===== config.mk =====
export PLATFORM = sky130hd
export DESIGN_NAME = dcd_decoder
export DESIGN_NICKNAME = d
export VERILOG_FILES = /design/src/shared/dcd_pkg.sv /design/src/verilog/dcd_decoder.sv
export SDC_FILE = /design/constraint.sdc
export NUM_CORES = 1
export LEC_CHECK = 0
export BUFFER_PORTS_ARGS = -buffer_cell sky130_fd_sc_hd__buf_2
export CELL_PAD_IN_SITES_DETAIL_PLACEMENT = 1
export CELL_PAD_IN_SITES_GLOBAL_PLACEMENT = 2
export CORE_ASPECT_RATIO = 1.25
export CORE_MARGIN = 1.5
export CORE_UTILIZATION = 34
export CTS_CLUSTER_SIZE = 24
export DETAILED_ROUTE_END_ITERATION = 12
export GPL_TIMING_DRIVEN = 0
export PLACE_DENSITY_LB_ADDON = 0.08
export SYNTH_ARGS = -nofsm -noshare
export SYNTH_HDL_FRONTEND = slang
export SYNTH_SLANG_ARGS = --single-unit

===== constraint.sdc =====
create_clock -name mclk_i -period 2.64 [get_ports mclk_i]
set_input_delay 0.396 -clock mclk_i [delete_from_list [all_inputs] [get_ports mclk_i]]
set_output_delay 0.396 -clock mclk_i [all_outputs]
set_load 0.005 [all_outputs]

===== src/shared/dcd_pkg.sv =====
/*
 * constants and types for the command decoder of a dram die.
 * assumes one 250 MHz clock; pins from the controller arrive already in that clock domain.
 */
// Contract
// - write crc error drives alert low for a bounded pulse, then high
// - parity error holds alert low until internal recovery finishes
// - test enable high places device into boundary scan operation
// - strobes are differential pairs only; single-ended strobes unsupported
// - x16: lower strobe qualifies lower byte, upper strobe the upper byte
// - mrs: cke high both, cs low, act high, ras cas we low
// - refresh: cs low act high ras cas low we high; cke falling gives self refresh entry
// - self refresh exit: cke rises with cs high or cs low and rest high
// - precharge: ras low cas high we low; a10 picks one or all banks
// - activate: cs and act low with cke high; row bits on command pins
// - write: ras high cas we low; otf uses a12 chop, fixed ignores it
// - write samples a10 for automatic precharge after the burst
// - burst chop pin sampled on writes: high full, low chopped
// - cs high with cke high is deselect; other pins ignored
// - bursts run to completion and are never interrupted
package dcd_pkg;
    // command codes presented on cmd_o
    typedef enum logic [3:0] {
        DCD_NONE = 4'h0, DCD_MRS = 4'h1, DCD_REF = 4'h2, DCD_SRE = 4'h3,
        DCD_SRX  = 4'h4, DCD_PRE = 4'h5, DCD_PREA = 4'h6, DCD_ACT = 4'h7,
        DCD_WR   = 4'h8, DCD_RSV = 4'h9
    } dcd_cmd_t;

    // alert states
    typedef enum logic [2:0] {
        DCD_AL_IDLE = 3'b001,
        DCD_AL_CRC  = 3'b010,
        DCD_AL_PAR  = 3'b100
    } dcd_alert_t;

    // timing, ps and ns, and derived cycles
    localparam int DCD_CLK_PS        = 4000;
    localparam int DCD_CRC_PULSE_NS  = 40;
    localparam int DCD_CRC_PULSE_CYC = (DCD_CRC_PULSE_NS * 1000) / DCD_CLK_PS;
    localparam int DCD_BURST_FULL    = 4;   // clocks of an 8-beat burst
    localparam int DCD_BURST_CHOP    = 2;   // clocks of a chopped burst
    localparam logic DCD_ALERT_RST   = 1'b1;
endpackage


===== src/verilog/dcd_decoder.sv =====
/*
 * command decoder and alert driver of one dram die.
 * assumes the pins are sampled on mclk_i (the ck_t rising edge domain),
 * and that crc, parity and recovery-done events come from logic on mclk_i.
 * strobes and data pins never reach this block; only their pairing duties are noted.
 */
`timescale 1ns/1ps
module dcd_decoder
    import dcd_pkg::*;
#(
    parameter int ROW_W  = 18,
    parameter int COL_W  = 10
) (
    // clock and reset
    input  wire logic             mclk_i,
    input  wire logic             sys_rst_i,
    // command pins, already in the clock domain
    input  wire logic             cke_i,
    input  wire logic             cs_n_i,
    input  wire logic             act_n_i,
    input  wire logic             ras_n_i,
    input  wire logic             cas_n_i,
    input  wire logic             we_n_i,
    input  wire logic [1:0]       bg_i,
    input  wire logic [1:0]       ba_i,
    input  wire logic [13:0]      addr_i,
    // configuration and events from inside the die
    input  wire logic             bl_otf_i,
    input  wire logic             crc_err_i,
    input  wire logic             par_err_i,
    input  wire logic             recov_done_i,
    input  wire logic             test_en_i,
    // decoded outputs
    output logic [3:0]            cmd_o,
    output logic [1:0]            bg_o,
    output logic [1:0]            ba_o,
    output logic [ROW_W-1:0]      row_o,
    output logic [COL_W-1:0]      col_o,
    output logic [13:0]           opcode_o,
    output logic                  auto_pre_o,
    output logic                  chop_o,
    output logic                  burst_busy_o,
    output logic                  self_ref_o,
    output logic                  scan_mode_o,
    output logic                  alert_n_o
);

    // decode state
    logic             cke_prev, next_cke_prev;
    dcd_cmd_t         cmd, next_cmd;
    logic [1:0]       bg, next_bg, ba, next_ba;
    logic [ROW_W-1:0] row, next_row;
    logic [COL_W-1:0] col, next_col;
    logic [13:0]      opc, next_opc;
    logic             ap, next_ap, chop, next_chop;
    logic             sref, next_sref, scan, next_scan;
    logic [2:0]       bcnt, next_bcnt;
    logic             busy, next_busy;

    // next-value decode of the sampled pins
    // test enable is taken as a quiet level from inside the die, so it is not synchronised
    always_comb begin
        next_cke_prev = cke_i;
        next_cmd      = DCD_NONE;
        next_bg       = bg;
        next_ba       = ba;
        next_row      = row;
        next_col      = col;
        next_opc      = opc;
        next_ap       = ap;
        next_chop     = chop;
        next_sref     = sref;
        next_scan     = test_en_i;
        next_bcnt     = (bcnt != 3'h0) ? bcnt - 3'h1 : 3'h0;
        // exit is tried first: its low cke_prev keeps it apart from every other row
        if (!cke_prev && cke_i && sref &&
            (cs_n_i || (!act_n_i ? 1'b0 : (ras_n_i && cas_n_i && we_n_i)))) begin
            next_cmd  = DCD_SRX;
            next_sref = 1'b0;
        end else if (cke_prev && !cs_n_i) begin
            if (!act_n_i && cke_i) begin
                next_cmd = DCD_ACT;
                next_bg  = bg_i;
                next_ba  = ba_i;
                next_row = ROW_W'({ras_n_i, cas_n_i, we_n_i, addr_i[13:0]});
            end else if (act_n_i) begin
                case ({ras_n_i, cas_n_i, we_n_i})
                    3'b000: if (cke_i) begin
                        next_cmd = DCD_MRS;
                        next_bg  = bg_i;
                        next_ba  = ba_i;
                        next_opc = addr_i;
                    end
                    3'b001: begin
                        next_cmd  = cke_i ? DCD_REF : DCD_SRE;
                        next_sref = !cke_i;
                    end
                    3'b010: if (cke_i) begin
                        next_cmd = addr_i[10] ? DCD_PREA : DCD_PRE;
                        next_bg  = bg_i;
                        next_ba  = ba_i;
                    end
                    3'b011: if (cke_i) begin
                        next_cmd = DCD_RSV;
                    end
                    // a write while a burst runs is dropped: bursts are never cut short
                    3'b100: if (cke_i && bcnt == 3'h0) begin
                        next_cmd  = DCD_WR;
                        next_bg   = bg_i;
                        next_ba   = ba_i;
                        next_col  = COL_W'(addr_i[9:0]);
                        next_ap   = addr_i[10];
                        next_chop = bl_otf_i && !addr_i[12];
                        next_bcnt = (bl_otf_i && !addr_i[12]) ?
                                    3'(DCD_BURST_CHOP) : 3'(DCD_BURST_FULL);
                    end
                    default: next_cmd = DCD_NONE;
                endcase
            end
        end
        // busy is registered so that the pin comes straight from a flip-flop
        next_busy = (next_bcnt != 3'h0);
    end

    // decode registers
    always_ff @(posedge mclk_i or posedge sys_rst_i) begin
        if (sys_rst_i) begin
            cke_prev <= 1'b0;
            cmd      <= DCD_NONE;
            bg       <= 2'h0;
            ba       <= 2'h0;
            row      <= '0;
            col      <= '0;
            opc      <= 14'h0;
            ap       <= 1'b0;
            chop     <= 1'b0;
            sref     <= 1'b0;
            scan     <= 1'b0;
            bcnt     <= 3'h0;
            busy     <= 1'b0;
        end else begin
            cke_prev <= next_cke_prev;
            cmd      <= next_cmd;
            bg       <= next_bg;
            ba       <= next_ba;
            row      <= next_row;
            col      <= next_col;
            opc      <= next_opc;
            ap       <= next_ap;
            chop     <= next_chop;
            sref     <= next_sref;
            scan     <= next_scan;
            bcnt     <= next_bcnt;
            busy     <= next_busy;
        end
    end

    // alert state; parity outranks crc since its recovery is longer
    dcd_alert_t al, next_al;
    logic [7:0] acnt, next_acnt;
    logic       alert_n, next_alert_n;

    always_comb begin
        next_al      = al;
        next_acnt    = acnt;
        case (al)
            DCD_AL_IDLE: begin
                if (par_err_i) begin
                    next_al = DCD_AL_PAR;
                end else if (crc_err_i) begin
                    next_al   = DCD_AL_CRC;
                    next_acnt = 8'(DCD_CRC_PULSE_CYC - 1);
                end
            end
            DCD_AL_CRC: begin
                if (par_err_i) begin
                    next_al = DCD_AL_PAR;
                end else if (acnt == 8'h0) begin
                    next_al = DCD_AL_IDLE;
                end else begin
                    next_acnt = acnt - 8'h1;
                end
            end
            DCD_AL_PAR: begin
                // a fresh parity error beside recovery done keeps the hold (set wins)
                if (recov_done_i && !par_err_i) next_al = DCD_AL_IDLE;
            end
            default: next_al = DCD_AL_IDLE;
        endcase
        // alert_n is taken from the next state so the pin never lags the state
        next_alert_n = (next_al == DCD_AL_IDLE);
    end

    // alert registers
    always_ff @(posedge mclk_i or posedge sys_rst_i) begin
        if (sys_rst_i) begin
            al      <= DCD_AL_IDLE;
            acnt    <= 8'h0;
            alert_n <= DCD_ALERT_RST;
        end else begin
            al      <= next_al;
            acnt    <= next_acnt;
            alert_n <= next_alert_n;
        end
    end

    // outputs straight from flip-flops
    assign cmd_o        = cmd;
    assign bg_o         = bg;
    assign ba_o         = ba;
    assign row_o        = row;
    assign col_o        = col;
    assign opcode_o     = opc;
    assign auto_pre_o   = ap;
    assign chop_o       = chop;
    assign burst_busy_o = busy;
    assign self_ref_o   = sref;
    assign scan_mode_o  = scan;
    assign alert_n_o    = alert_n;

    // strobe duties belong to the data path; no strobe or data pin enters this block
    // only differential strobe pairs exist there, nothing here drives one end
    // byte-to-strobe pairing is fixed by data path wiring, not decoded here
endmodule // dcd_decoder


==> impl_metrics.tcl <==
set metrics [dict create \
    drt-vias-per-instance 4.800 \
    nets 364 \
    post_cts_resized 0 \
    cp.required_ps 2850 \
    die_area_um2 9690 \
    synth_top_family_by_area "multiplexers" \
    path_cells "nor2_1, ha_1, nand4bb_1, or2_1, clkbuf_1, nor3b_1, nor2_1" \
    postCtsSetupBuffers 0 \
    htree_levels 3 \
    whs_ps 42.95 \
    synth.distinct_cells 49 \
    hold_path.class "input port to async pin" \
    p_sw_uw 878.8 \
    fin_area_um2 3880 \
    synthMuxAreaShare 0.1932 \
    drv_slew 0 \
    path_class "flip-flop to flip-flop" \
    drt-total-wl_um 7072 \
    slowest_stage "nor3b_1" \
    clkPwrFrac 0.289 \
    fin_crit_ps 2115 \
    synthFlopType "dfrtp_1" \
    place_congestion 0.7126 \
    setup_violations 0 \
    antenna_cells 0 \
    hpwl_um 5255 \
    hold_buffers 0 \
    fmax_mhz 472.9 \
    core_area_um2 8748 \
    final_common_cell "buf_2" \
    async_reset_ff_frac 1.000 \
    hold_viol 0 \
    cpMostUsedCell "nor2_1" \
    drtIter0Drc 90 \
    seqCellArea_um2 1754 \
    clock_latency_ps 340 \
    grt_overflow 0 \
    postSynthAreaPerCell_um2 13.17 \
    fin_util 0.4435 \
    post_dp_cell_area_um2 3679 \
    finalCritPeriodShare 0.8010 \
    antenna_found_initial 0 \
    drive_gt1_frac 0.4970 \
    rsz0062_at_grt "no" \
    cts_buffer_depth 2 \
    numPlacedInstances 438 \
    worst_setup_path_start_kind "flip-flop" \
    status "finished clean" \
    slew_headroom 0.6655 \
    die_width_um 88.35 \
    cap_violations 0 \
    yosysSeqAreaShare 0.5667 \
    crit_fanout 6 \
    synthAdderAreaFrac 0.01617 \
    ys_ff_latch 70 \
    grt_util_all_layers 0.1582 \
    worst_path_largest_cell_delay_ps 470 \
    synth_simple_gate_area_share 0.1168 \
    first_global_vias 2216 \
    syn_to_final_growth_pct 25.34 \
    seqPwrFrac 0.473 \
    cts_tree "built" \
    worstMarginPinSlew_ps 501.3 \
    fin_worst_skew_ps 5.032 \
    clk_root_buffer_cell "clkbuf_8" \
    p_comb_frac 0.238 \
    wl_per_cell_um 15.58 \
    cts_buffers 9 \
    synth-xor-area-share 0 \
    syn_nets 270 \
    synth_compound_area_frac 0.07559 \
    syn_inst 235 \
    synth_edf_count 0 \
    multi_input_area_um2 1247 \
    tns_ps 0 \
    layout_common_cells "buf_2, dfrtp_1, mux2_2" \
    boundaryPins 87 \
    end_kind "flip-flop" \
    synth-warning-count 0 \
    drc 0 \
    initial_core_util 0.3538 \
    nFillCells 992 \
    port-buffer-count 82 \
    antenna_left 0 \
    max-vdd-ir-drop_uv 316.3 \
    first_pass_iters 3 \
    die_h_um 109.7 \
    route.vias.total 2179 \
    grt_pass1_wl_um 11360 \
    clk_pin_slew_ps 70 \
    pwr_density_cell_nw_per_um2 782.8 \
    grt_max_degree 42 \
    leakage_uw 0.001965 \
    synthesis.area_um2 3095 \
    crit_arrival_ps 2330 \
    layout.cells.non_filler 454 \
    p_sw_frac 0.2893 \
    p_int_uw 2159 \
    rows 38 \
    cts_sinks 70 \
]
[cells in the mapped netlist, types with 3 or more instances]
cell      instances  area share
o22ai_1           3      0.0061
a21o_1            4      0.0097
buf_2             6      0.0097
ha_1              4       0.016
nor2_1           11       0.013
nor2b_1           3      0.0061
buf_4             3      0.0073
mux2_2           38        0.14
or3_1             3      0.0061
nor3b_1           4      0.0097
nand2_1          11       0.013
inv_1             7      0.0085
a21oi_1          10       0.016
o211ai_1          3      0.0073
mux2_4           10       0.049
dfrtp_1          68        0.55
or4_1             4      0.0097
[worst paths after layout]
kind / start / endpoint / slack, ps / cells after the start
setup / recovery: bcnt[0] / bcnt[2] / 530 / 7
hold / removal: sys_rst_i / row_o[0] / 40 / 2
setup reg to reg: bcnt[0] / bcnt[2] / 530 / 7
hold reg to reg: chop_o / chop_o / 470 / 1
max in group asynchronous: sys_rst_i / opcode_o[6] / 2060 / 3
min in group mclk_i: test_en_i / scan_mode_o / 160 / 1
[through the flow]
stage	power, uW	setup WS [ps]
detailed placement	2199	478.6
global route	3227	331.5
CTS	3095	486.5
global placement	2166	-527.5
finish	3037	525.3
floorplan	1885	479.1
[registers in the layout, indices dropped and copies added (netlist names)]
signal        flops
opcode_o         14
cmd_o             4
burst_busy_o      1
acnt              8
col_o            10
cke_prev          1
ba_o              2
al                3
self_ref_o        1
chop_o            1
bcnt              3
auto_pre_o        1
scan_mode_o       1
alert_n_o         1
bg_o              2
row_o            17
[worst max-delay path, delay by kind of cell (launching register included)]
kind                       cells  cell delay, ps
adders and majority gates      1             250
buffers and inverters          1             200
and+or+nand+nor                5            1110
DFF                            1             410
[cell type report]
| type | count | area share |
|---|---|---|
| Sequential cell | 70 | 0.4521 |
| Buffer | 11 | 0.01741 |
| Multi-Input combinational cell | 147 | 0.3215 |
| Clock inverter | 3 | 0.01096 |
| Tap cell | 120 | 0.03870 |
| Inverter | 7 | 0.007417 |
| Clock buffer | 13 | 0.04095 |
| Timing Repair Buffer | 83 | 0.1109 |
[power by group through the flow]
stage	Clock, uW	Sequential [uW]	Combinational [uW]
detailed placement	0	1460	741
CTS	914	1440	741
finish	879	1440	721
floorplan	0	1450	437
global placement	0	1450	716
global route	947	1470	813
[routing by layer]
metal	share of wire	track usage
met1	0.42	0.1937
met2	0.51	0.2601
met3	0.046	0.03604
met4	0.021	0.08036
met5	0	0
[logic make-up (layout without fill, tap and decap cells)]
group | Yosys count | after routing
AOI/OAI and AO/OA | 35 | 35
and+or+nand+nor | 57 | 57
adders and majority gates | 4 | 4
other | 1 | 1
DFF | 70 | 70
buffers and inverters | 18 | 117
muxes | 50 | 50
(Power assumes the default switching activity.)
